[src/pkg/nvs_pkg.sv]
// constants, types and helpers for the protection option loader and backdoor key block
// assumes a byte-wide register port and a byte-wide nonvolatile array read port on one clock
package nvs_pkg;
	localparam int unsigned ADDR_W               = 16;
	localparam int unsigned DATA_W               = 8;
	localparam int unsigned KEY_BYTES            = 8;
	localparam int unsigned LOAD_COUNT           = 10;
	localparam logic [15:0] KEY_BASE_ADDR        = 16'hFFB0;
	localparam logic [15:0] KEY_LAST_ADDR        = 16'hFFB7;
	localparam logic [15:0] NV_PROTECT_ADDR      = 16'hFFBD;
	localparam logic [15:0] NV_OPTION_ADDR       = 16'hFFBF;
	localparam logic [15:0] OPTION_WORKING_ADDR  = 16'h1821;
	localparam logic [15:0] KEY_ACCESS_ADDR      = 16'h1823;
	localparam logic [15:0] PROTECT_WORKING_ADDR = 16'h1824;
	localparam logic [15:0] SEC_STATUS_ADDR      = 16'h1828;
	localparam int unsigned BACKDOOR_KEY_ENABLE_BIT            = 7;
	localparam int unsigned KEY_WR_EN_BIT        = 5;
	localparam int unsigned STAT_SECURED_BIT     = 0;
	localparam int unsigned STAT_UNLOCKED_BIT    = 1;
	localparam int unsigned STAT_KEY_FAIL_BIT    = 2;
	localparam int unsigned STAT_LOADED_BIT      = 3;
	localparam int unsigned STAT_ERASED_BIT      = 4;
	localparam logic [1:0]  SEC_UNSECURED        = 2'h2;
	localparam logic [7:0]  PROTECT_RESET        = 8'hFF;
	localparam logic [7:0]  OPTION_RESET         = 8'hFF;
	localparam logic [7:0]  OPTION_READ_MASK     = 8'hC3;
	localparam logic [7:0]  KEY_ACCESS_RESET     = 8'h00;
	localparam logic [7:0]  KEY_ACCESS_MASK      = 8'h20;
	localparam logic [3:0]  LOAD_INDEX_PROTECT   = 4'h8;
	localparam logic [3:0]  LOAD_INDEX_OPTION    = 4'h9;

	typedef enum logic [1:0] {
		NVS_LD_ISSUE   = 2'b00,
		NVS_LD_CAPTURE = 2'b01,
		NVS_LD_DONE    = 2'b10
	} nvs_load_state_t;

	function automatic logic nvs_is_key_addr(input logic [15:0] addr);
		return (addr >= KEY_BASE_ADDR) && (addr <= KEY_LAST_ADDR);
	endfunction

	function automatic logic [15:0] nvs_load_addr(input logic [3:0] idx);
		logic [15:0] a;
		a = KEY_BASE_ADDR + {12'h000, idx};
		if (idx == LOAD_INDEX_PROTECT) begin
			a = NV_PROTECT_ADDR;
		end else if (idx == LOAD_INDEX_OPTION) begin
			a = NV_OPTION_ADDR;
		end
		return a;
	endfunction
endpackage

[src/hw/nvs_loader.sv]
// reset-time copy of key, protection byte and option byte out of the nonvolatile array
// assumes the array answers a read strobe with data in the next cycle
`timescale 1ns/1ps
`default_nettype none
module nvs_loader (
	input  wire logic                       clk_sys_in,
	input  wire logic                       reset_in,
	output logic                            nv_rd_out,
	output logic [nvs_pkg::ADDR_W-1:0]      nv_addr_out,
	input  wire logic [nvs_pkg::DATA_W-1:0] nv_rdata_in,
	output logic                            load_valid_out,
	output logic [3:0]                      load_index_out,
	output logic [nvs_pkg::DATA_W-1:0]      load_data_out,
	output logic                            load_done_out
);
	import nvs_pkg::*;

	nvs_load_state_t state_q;
	logic [3:0]      idx_q;

	assign nv_rd_out     = (state_q == NVS_LD_ISSUE);
	assign nv_addr_out   = nvs_load_addr(idx_q);
	// done only once the last captured byte has reached its working register
	assign load_done_out = (state_q == NVS_LD_DONE) && !load_valid_out;

	always_ff @(posedge clk_sys_in) begin
		if (reset_in) begin
			state_q <= NVS_LD_ISSUE;
			idx_q   <= 4'h0;
		end else begin
			unique case (state_q)
				NVS_LD_ISSUE: begin
					state_q <= NVS_LD_CAPTURE;
				end
				NVS_LD_CAPTURE: begin
					if (idx_q == LOAD_INDEX_OPTION) begin
						state_q <= NVS_LD_DONE;
					end else begin
						idx_q   <= idx_q + 4'h1;
						state_q <= NVS_LD_ISSUE;
					end
				end
				NVS_LD_DONE: begin
					state_q <= NVS_LD_DONE;
				end
				default: begin
					state_q <= NVS_LD_DONE;
				end
			endcase
		end
	end

	always_ff @(posedge clk_sys_in) begin
		if (reset_in) begin
			load_valid_out <= 1'b0;
			load_index_out <= 4'h0;
			load_data_out  <= 8'h00;
		end else begin
			load_valid_out <= (state_q == NVS_LD_CAPTURE);
			if (state_q == NVS_LD_CAPTURE) begin
				load_index_out <= idx_q;
				load_data_out  <= nv_rdata_in;
			end
		end
	end
endmodule
`default_nettype wire

[src/hw/nvs_key_cmp.sv]
// collects entered backdoor key bytes and compares a full set against the stored key
// assumes entry writes are already qualified by the caller
`timescale 1ns/1ps
`default_nettype none
module nvs_key_cmp #(
	parameter int unsigned KEY_BYTES = nvs_pkg::KEY_BYTES
) (
	input  wire logic                   clk_sys_in,
	input  wire logic                   reset_in,
	input  wire logic                   entry_valid_in,
	input  wire logic [2:0]             entry_index_in,
	input  wire logic [7:0]             entry_data_in,
	input  wire logic [KEY_BYTES*8-1:0] stored_key_in,
	output logic                        match_out,
	output logic                        mismatch_out
);
	import nvs_pkg::*;

	if (KEY_BYTES != 8) begin : g_bad_width
		$error("key width must be eight bytes");
	end

	logic [7:0]           entered_q [KEY_BYTES];
	logic [KEY_BYTES-1:0] mask_q;
	logic                 all_in;
	logic                 same;

	assign all_in = &mask_q;

	always_comb begin
		same = 1'b1;
		for (int i = 0; i < KEY_BYTES; i++) begin
			if (entered_q[i] != stored_key_in[i*8 +: 8]) begin
				same = 1'b0;
			end
		end
	end

	always_ff @(posedge clk_sys_in) begin
		if (reset_in) begin
			mask_q <= '0;
			for (int i = 0; i < KEY_BYTES; i++) begin
				entered_q[i] <= 8'h00;
			end
		end else begin
			if (all_in) begin
				mask_q <= '0;
			end
			// a byte arriving in the compare cycle still counts
			if (entry_valid_in) begin
				entered_q[entry_index_in] <= entry_data_in;
				mask_q[entry_index_in]    <= 1'b1;
			end
		end
	end

	// every byte must match before the pulse
	always_ff @(posedge clk_sys_in) begin
		if (reset_in) begin
			match_out    <= 1'b0;
			mismatch_out <= 1'b0;
		end else begin
			match_out    <= all_in && same;
			mismatch_out <= all_in && !same;
		end
	end
endmodule
`default_nettype wire

[src/hw/nvs_top.sv]
// protection option loader, security state and backdoor key entry
// assumes cpu access qualifiers arrive on the same clock as the register port
//
// Local design decision: strobed register access.
`timescale 1ns/1ps
`default_nettype none
// Overview of operation
// - At every reset the protection and option bytes are copied from the array into working registers that steer protection and security.
// - The eight-byte comparison key is held from the eight array bytes at 0xFFB0 through 0xFFB7.
// - The key can lift security only while the key enable bit reads 1.
// - A key unlock lasts only until the next reset, after which security comes again from the loaded bits.
// - Key bytes are taken only from user code running in secure memory, never from background debug.
// - With the key enable bit at 0 the key is dead and only a blank-checked mass erase lifts security.
// - Security field value 1:0 means unsecured at reset and every other value means secured.
// - While secured, RAM accesses from background debug or non-secure code are blocked.
module nvs_top (
	input  wire logic                       clk_sys_in,
	input  wire logic                       reset_in,
	input  wire logic [nvs_pkg::ADDR_W-1:0] reg_addr_in,
	input  wire logic [nvs_pkg::DATA_W-1:0] reg_wdata_in,
	input  wire logic                       reg_wr_in,
	input  wire logic                       reg_rd_in,
	output logic [nvs_pkg::DATA_W-1:0]      reg_rdata_out,
	input  wire logic                       src_secure_code_in,
	input  wire logic                       src_background_debug_mode_in,
	output logic                            nv_rd_out,
	output logic [nvs_pkg::ADDR_W-1:0]      nv_addr_out,
	input  wire logic [nvs_pkg::DATA_W-1:0] nv_rdata_in,
	input  wire logic                       blank_verified_in,
	input  wire logic                       ram_req_in,
	input  wire logic                       ram_req_debug_in,
	input  wire logic                       ram_req_nonsecure_in,
	output logic                            ram_grant_out,
	output logic                            ram_denied_out,
	output logic                            secured_out,
	output logic [nvs_pkg::DATA_W-1:0]      protect_working_out,
	output logic                            load_done_out
);
	import nvs_pkg::*;

	logic        load_valid;
	logic [3:0]  load_index;
	logic [7:0]  load_data;
	logic        load_done;
	logic        key_match;
	logic        key_mismatch;

	logic [7:0]  protect_working_q;
	logic [7:0]  option_working_q;
	logic [63:0] backdoor_compare_key_q;
	logic [7:0]  key_access_q;
	logic        key_unlocked_q;
	logic        key_failed_q;
	logic        erase_unlocked_q;
	logic [7:0]  rdata_q;
	logic [7:0]  rdata_d;

	logic        backdoor_key_enable;
	logic        security_state_high;
	logic        security_state_low;
	logic        field_unsecured;
	logic        secured;
	logic        key_entry_ok;
	logic        key_entry_wr;
	logic        ram_unsafe_src;

	nvs_loader u_loader (
		.clk_sys_in     (clk_sys_in),
		.reset_in       (reset_in),
		.nv_rd_out      (nv_rd_out),
		.nv_addr_out    (nv_addr_out),
		.nv_rdata_in    (nv_rdata_in),
		.load_valid_out (load_valid),
		.load_index_out (load_index),
		.load_data_out  (load_data),
		.load_done_out  (load_done)
	);

	// working copies filled from the array after each reset
	always_ff @(posedge clk_sys_in) begin
		if (reset_in) begin
			protect_working_q <= PROTECT_RESET;
			option_working_q  <= OPTION_RESET;
		end else if (load_valid && load_index == LOAD_INDEX_PROTECT) begin
			protect_working_q <= load_data;
		end else if (load_valid && load_index == LOAD_INDEX_OPTION) begin
			option_working_q  <= load_data;
		end else if (reg_wr_in && load_done && reg_addr_in == PROTECT_WORKING_ADDR) begin
			protect_working_q <= reg_wdata_in;
		end
	end

	always_ff @(posedge clk_sys_in) begin
		if (reset_in) begin
			backdoor_compare_key_q <= 64'h0;
		end else if (load_valid && load_index < LOAD_INDEX_PROTECT) begin
			backdoor_compare_key_q[load_index[2:0]*8 +: 8] <= load_data;
		end
	end

	assign backdoor_key_enable = option_working_q[BACKDOOR_KEY_ENABLE_BIT];
	assign security_state_high = option_working_q[1];
	assign security_state_low  = option_working_q[0];
	assign field_unsecured     = {security_state_high, security_state_low} == SEC_UNSECURED;

	// secured until the load finishes, then from the field unless unlocked
	assign secured = !load_done || !(field_unsecured || key_unlocked_q || erase_unlocked_q);

	// key entry only from secure user code, never from debug
	assign key_entry_ok = load_done && secured && backdoor_key_enable && !key_failed_q
		&& key_access_q[KEY_WR_EN_BIT]
		&& src_secure_code_in && !src_background_debug_mode_in;
	assign key_entry_wr = reg_wr_in && nvs_is_key_addr(reg_addr_in) && key_entry_ok;

	nvs_key_cmp #(
		.KEY_BYTES (KEY_BYTES)
	) u_key_cmp (
		.clk_sys_in     (clk_sys_in),
		.reset_in       (reset_in),
		.entry_valid_in (key_entry_wr),
		.entry_index_in (reg_addr_in[2:0]),
		.entry_data_in  (reg_wdata_in),
		.stored_key_in  (backdoor_compare_key_q),
		.match_out      (key_match),
		.mismatch_out   (key_mismatch)
	);

	always_ff @(posedge clk_sys_in) begin
		if (reset_in) begin
			key_access_q <= KEY_ACCESS_RESET;
		end else if (reg_wr_in && reg_addr_in == KEY_ACCESS_ADDR) begin
			key_access_q <= reg_wdata_in & KEY_ACCESS_MASK;
		end
	end

	// unlock state lives only until the next reset
	always_ff @(posedge clk_sys_in) begin
		if (reset_in) begin
			key_unlocked_q <= 1'b0;
			key_failed_q   <= 1'b0;
		end else begin
			if (key_match && backdoor_key_enable && !key_failed_q) begin
				key_unlocked_q <= 1'b1;
			end
			if (key_mismatch) begin
				key_failed_q <= 1'b1;
			end
		end
	end

	always_ff @(posedge clk_sys_in) begin
		if (reset_in) begin
			erase_unlocked_q <= 1'b0;
		end else if (blank_verified_in && load_done) begin
			erase_unlocked_q <= 1'b1;
		end
	end

	// key and array bytes read back only while unsecured
	always_comb begin
		rdata_d = 8'h00;
		if (reg_rd_in && load_done) begin
			if (reg_addr_in == PROTECT_WORKING_ADDR) begin
				rdata_d = protect_working_q;
			end else if (reg_addr_in == OPTION_WORKING_ADDR) begin
				rdata_d = option_working_q & OPTION_READ_MASK;
			end else if (reg_addr_in == KEY_ACCESS_ADDR) begin
				rdata_d = key_access_q;
			end else if (reg_addr_in == SEC_STATUS_ADDR) begin
				rdata_d[STAT_SECURED_BIT]  = secured;
				rdata_d[STAT_UNLOCKED_BIT] = key_unlocked_q;
				rdata_d[STAT_KEY_FAIL_BIT] = key_failed_q;
				rdata_d[STAT_LOADED_BIT]   = load_done;
				rdata_d[STAT_ERASED_BIT]   = erase_unlocked_q;
			end else if (!secured && nvs_is_key_addr(reg_addr_in)) begin
				rdata_d = backdoor_compare_key_q[reg_addr_in[2:0]*8 +: 8];
			end else if (!secured && reg_addr_in == NV_PROTECT_ADDR) begin
				rdata_d = protect_working_q;
			end else if (!secured && reg_addr_in == NV_OPTION_ADDR) begin
				rdata_d = option_working_q;
			end
		end
	end

	always_ff @(posedge clk_sys_in) begin
		if (reset_in) begin
			rdata_q <= 8'h00;
		end else begin
			rdata_q <= rdata_d;
		end
	end

	assign ram_unsafe_src = ram_req_debug_in || ram_req_nonsecure_in;
	assign ram_grant_out  = ram_req_in && !(secured && ram_unsafe_src);
	assign ram_denied_out = ram_req_in && secured && ram_unsafe_src;

	assign reg_rdata_out       = rdata_q;
	assign secured_out         = secured;
	assign protect_working_out = protect_working_q;
	assign load_done_out       = load_done;

	// helper: count load cycles since reset release
	logic [4:0] load_cycles_q;
	always_ff @(posedge clk_sys_in) begin
		if (reset_in) begin
			load_cycles_q <= 5'h00;
		end else if (!load_done) begin
			load_cycles_q <= load_cycles_q + 5'h01;
		end
	end

	load_finishes_a: assert property (@(posedge clk_sys_in) disable iff (reset_in)
		load_cycles_q <= 5'd21)
		else $error("option load did not finish in twenty-one cycles");

	option_copied_a: assert property (@(posedge clk_sys_in) disable iff (reset_in)
		(load_valid && load_index == LOAD_INDEX_OPTION) |=> (option_working_q == $past(load_data)))
		else $error("option working copy not taken from array");

	protect_copied_a: assert property (@(posedge clk_sys_in) disable iff (reset_in)
		(load_valid && load_index == LOAD_INDEX_PROTECT) |=> (protect_working_q == $past(load_data)))
		else $error("protect working copy not taken from array");

	key_addr_walk_a: assert property (@(posedge clk_sys_in) disable iff (reset_in)
		(nv_rd_out && !load_done && load_cycles_q < 5'd16) |-> (nv_addr_out >= KEY_BASE_ADDR && nv_addr_out <= KEY_LAST_ADDR))
		else $error("key load address out of key range");

	key_needs_enable_a: assert property (@(posedge clk_sys_in) disable iff (reset_in)
		$rose(key_unlocked_q) |-> $past(backdoor_key_enable))
		else $error("key unlock with key enable clear");

	unlock_clears_a: assert property (@(posedge clk_sys_in)
		reset_in |=> !key_unlocked_q && !erase_unlocked_q)
		else $error("unlock survived reset");

	debug_no_entry_a: assert property (@(posedge clk_sys_in) disable iff (reset_in)
		(src_background_debug_mode_in || !src_secure_code_in) |-> !key_entry_wr)
		else $error("key entry accepted from unsafe source");

	disabled_key_a: assert property (@(posedge clk_sys_in) disable iff (reset_in)
		(!backdoor_key_enable && !key_unlocked_q) |=> !key_unlocked_q)
		else $error("disabled key lifted security");

	field_decode_a: assert property (@(posedge clk_sys_in) disable iff (reset_in)
		(load_done && !key_unlocked_q && !erase_unlocked_q)
		|-> (secured == (option_working_q[1:0] != SEC_UNSECURED)))
		else $error("security field decoded wrongly");

	mismatch_locks_a: assert property (@(posedge clk_sys_in) disable iff (reset_in)
		key_mismatch |=> key_failed_q ##1 (key_failed_q && !$rose(key_unlocked_q)))
		else $error("mismatch did not lock key");

	ram_blocked_a: assert property (@(posedge clk_sys_in) disable iff (reset_in)
		(secured && ram_req_in && (ram_req_debug_in || ram_req_nonsecure_in)) |-> (!ram_grant_out && ram_denied_out))
		else $error("unsafe ram access passed while secured");

	read_one_cycle_a: assert property (@(posedge clk_sys_in) disable iff (reset_in)
		(!reg_rd_in) |=> (reg_rdata_out == 8'h00))
		else $error("read data outside answer cycle");
endmodule
`default_nettype wire

[config.mk]
export PLATFORM = sky130hd
export DESIGN_NAME = nvs_top
export DESIGN_NICKNAME = d
export VERILOG_FILES = /design/src/pkg/nvs_pkg.sv /design/src/hw/nvs_loader.sv /design/src/hw/nvs_key_cmp.sv /design/src/hw/nvs_top.sv
export SDC_FILE = /design/constraint.sdc
export NUM_CORES = 1
export LEC_CHECK = 0
export ABC_AREA = 1
export ABC_CLOCK_PERIOD_IN_PS = 2590
export BUFFER_PORTS_ARGS = -buffer_cell sky130_fd_sc_hd__buf_2
export CAP_MARGIN = 20
export CORE_UTILIZATION = 45
export DETAILED_ROUTE_END_ITERATION = 6
export GPL_ROUTABILITY_DRIVEN = 0
export PLACE_DENSITY = 0.66
export SYNTH_ARGS = -nofsm -noshare
export SYNTH_HDL_FRONTEND = slang
export SYNTH_SLANG_ARGS = --single-unit
[constraint.sdc]
create_clock -name clk_sys_in -period 2.59 [get_ports clk_sys_in]
set_input_delay 0 -clock clk_sys_in [delete_from_list [all_inputs] [get_ports clk_sys_in]]
set_output_delay 0 -clock clk_sys_in [all_outputs]
set_load 0.01 [all_outputs]
==> impl_metrics.json <==
{
  "cp_data_arrival_time_ps": 2340,
  "cts_buffer_depth": 2,
  "place_area_um2": 9760,
  "cts_sinks": 185,
  "p_clk_share_pct": 40.7,
  "dieArea_um2": 20800,
  "slew_headroom_pct": 52.2,
  "num_vias": 8240,
  "cts.reportedPaths.clkPinSlew_ps": 70,
  "seq_power_share_pct": 50.0,
  "fillers": 1877,
  "drv_cap": 0,
  "grt_pass1_wl_um": 42000,
  "synth-seq-area-share_pct": 47.8,
  "max-vdd-ir-drop_uv": 374,
  "end_kind": "flip-flop",
  "grt_max_degree": 42,
  "rows": 51,
  "worstSetupPathType": "flip-flop to flip-flop",
  "fmax_mhz": 449,
  "antennaDiodeCount": 0,
  "synth_seq_cells": 185,
  "postSynthAreaPerCell_um2": 7.87,
  "grt_usage_pct": 27.8,
  "clock_latency_ps": 440,
  "h-tree-depth": 4,
  "synth.distinct_cells": 38,
  "rsz0062_at_grt": "no",
  "first_pass_iters": 6,
  "crit_required_ps": 2710,
  "drt_drc_violations_left": 0,
  "start_util_pct": 46.3,
  "multi_input_area_um2": 4120,
  "ant_nets": 0,
  "min_period_ps": 2230,
  "yosys_warnings": 0,
  "drive_gt1_share_pct": 12.4,
  "antenna_found_initial": 0,
  "core_um2": 19600,
  "fin_area_um2": 10500,
  "synth_area_um2": 9080,
  "fp.dieH_um": 144,
  "drt_iter0_markers": 832,
  "nets": 1294,
  "sw_frac_of_total_pct": 27.2,
  "hold_path.class": "primary input to flip-flop",
  "grt_pass1_vias": 7440,
  "p_total_mw": 6.22,
  "routed_wl_um": 28000,
  "die_w_um": 144,
  "startpoint_type": "flip-flop",
  "ioPinCount": 79,
  "syn_inst": 1154,
  "cts_buffers": 17,
  "final_hold_viol_count": 0,
  "p_int_mw": 4.53,
  "post_drt_wl_per_cell_um": 18.3,
  "port_buffers": 66,
  "cellLeakagePower_nw": 4.73,
  "via_per_inst": 5.41,
  "root_buffer": "clkbuf_16",
  "skew_ps": 10.4,
  "setup_violations": 0,
  "worst_pin_slew_ps": 712,
  "status": "complete, no violations",
  "regArea_um2": 4340,
  "cts_tree": "built",
  "power_density_nw_per_um2": 591,
  "crit_fanout": 10,
  "slew_violations": 0,
  "hold_ws_ps": 42.5,
  "syn2layout_area_growth_pct": 15.9,
  "p_comb_share_pct": 9.3,
  "tns_ps": 0,
  "hpwl_um": 20300,
  "grt-ovfl-total": 0,
  "fin_crit_sh_pct": 85.9,
  "power_switching_mw": 1.69,
  "cts_post_setup_buffers_inserted": 0
}
## layout make-up
| type | count | area share [%] |
|---|---|---|
| clock buffer | 18 | 4.17 |
| tap | 265 | 3.15 |
| multi-input combinational | 820 | 39.1 |
| clock inverter | 14 | 1.18 |
| timing repair buffer | 120 | 7.47 |
| inverter | 102 | 3.64 |
| sequential | 185 | 41.3 |
## logic make-up (layout without fill, tap and decap cells)
kind of cell             after synthesis  count (layout)  synth area share [%]
AO/OA/AOI/OAI                        213             213                  13.0
other                                  2              12                0.0827
buffers and inverters                159             254                  7.25
adder cells (fa/ha/maj)                6               6                 0.827
AND/OR/NAND/NOR                      532             532                  25.5
flip-flops                           185             185                  47.8
XOR/XNOR                              57              57                  5.50
## per-layer routing
layer  GRT usage (%)  share of wire, %  vias to the layer above
li1                -                 -                     4005
met1            36.3                43                     3763
met2            44.5                45                      389
met3            5.17               7.6                       83
met4            12.9               4.3                        0
met5               0                 0                        -
## registers in the layout, indices dropped and copies added (netlist names), 2 cells and up
name                     cells
u_key_cmp.entered_q         64
u_key_cmp.mask_q             8
u_loader.state_q             2
u_loader.load_index_out      4
protect_working_out          8
backdoor_compare_key_q      64
option_working_q             8
reg_rdata_out                8
u_loader.idx_q               4
u_loader.load_data_out       8
## worst max-delay path: stages (launching register included)
cell and delay [ps]:
dfxtp_1 390, nand2_1 110, nor2_4 130, inv_1 50
nor2_1 120, inv_1 100, nor2_1 110, nand2_1 120
nor2_1 150, nand2_1 250, nand2_1 350
## cell usage in the layout, fill, tap and decap left out, drive strengths merged
cell type and n:
nor2 198, nand2 173, dfxtp 121, inv 112, nand3 101, buf 100
o21ai 91, a21oi 88, edfxtp 64, xor2 50, nor3 33, dlygate4sd3 20
clkbuf 18, nand4 14, o211a 14, conb 12, a31oi 10, xnor2 7
o211ai 6, ha 6, or2 5, nor3b 4, clkinv 4, nor4 3
and2 1, o31ai 1, a211oi 1, a41oi 1, o311a 1
## metrics by stage
| step | util, % | instances | worst slack (ps) |
|---|---|---|---|
| 3_5_place_dp | 49.8 | 1472 | 422 |
| 6_report | 53.7 | 1524 | 365 |
| 2_1_floorplan | - | 1164 | 315 |
| 3_3_place_gp | 49.8 | 1472 | 466 |
| 4_1_cts | 53.7 | 1524 | 408 |
| 5_1_grt | 53.7 | 1524 | 179 |
## power by group through the flow
stage / sequential [mW] / combinational (mW) / clock, mW
final: 3.11 / 0.579 / 2.53
after global routing: 3.12 / 0.630 / 2.65
after CTS: 3.11 / 0.566 / 2.54
after detailed placement: 3.18 / 0.541 / 0
after global placement: 3.18 / 0.536 / 0
after floorplan: 3.16 / 0.351 / 0
## final timing paths
| kind | from | end | cells after the start | slack (ps) |
|---|---|---|---|---|
| worst max-delay path | u_loader.state_q[1]$_SDFF_PP0_ | u_key_cmp.entered_q[6][1]$_SDFFCE_PN0P_ | 10 | 360 |
| worst min-delay path | reset_in | reg_rdata_out[5]$_SDFF_PP0_ | 6 | 40 |
| worst min register to register | u_key_cmp.mismatch_out$_SDFF_PP0_ | key_failed_q$_SDFFE_PP0P_ | 2 | 440 |
| worst max register to register | u_loader.state_q[1]$_SDFF_PP0_ | u_key_cmp.entered_q[6][1]$_SDFFCE_PN0P_ | 10 | 360 |
## synthesized netlist by cell type, drive strengths merged
master	n	area share (%)
a211oi	1	0.083
a21oi	88	4.9
a31oi	10	0.69
a41oi	1	0.096
and2	1	0.069
buf	27	1.8
clkbuf	30	1.2
clkinv	1	0.041
conb	2	0.083
dfxtp	121	27
edfxtp	64	21
ha	6	0.83
inv	101	4.2
nand2	173	7.3
nand3	101	5.8
nand4	14	0.96
nor2	198	8.5
nor3	33	2.1
nor3b	4	0.33
nor4	3	0.21
o211a	14	1.5
o211ai	6	0.50
o21ai	91	5.0
o311a	1	0.11
o31ai	1	0.083
or2	5	0.34
xnor2	7	0.68
xor2	50	4.8
## timing repair
action                    4_1_cts  5_1_grt
gates resized for setup         0        0
hold endpoints to repair       22        0
hold buffers                   20        0
Power figures use the tool's default switching activity.
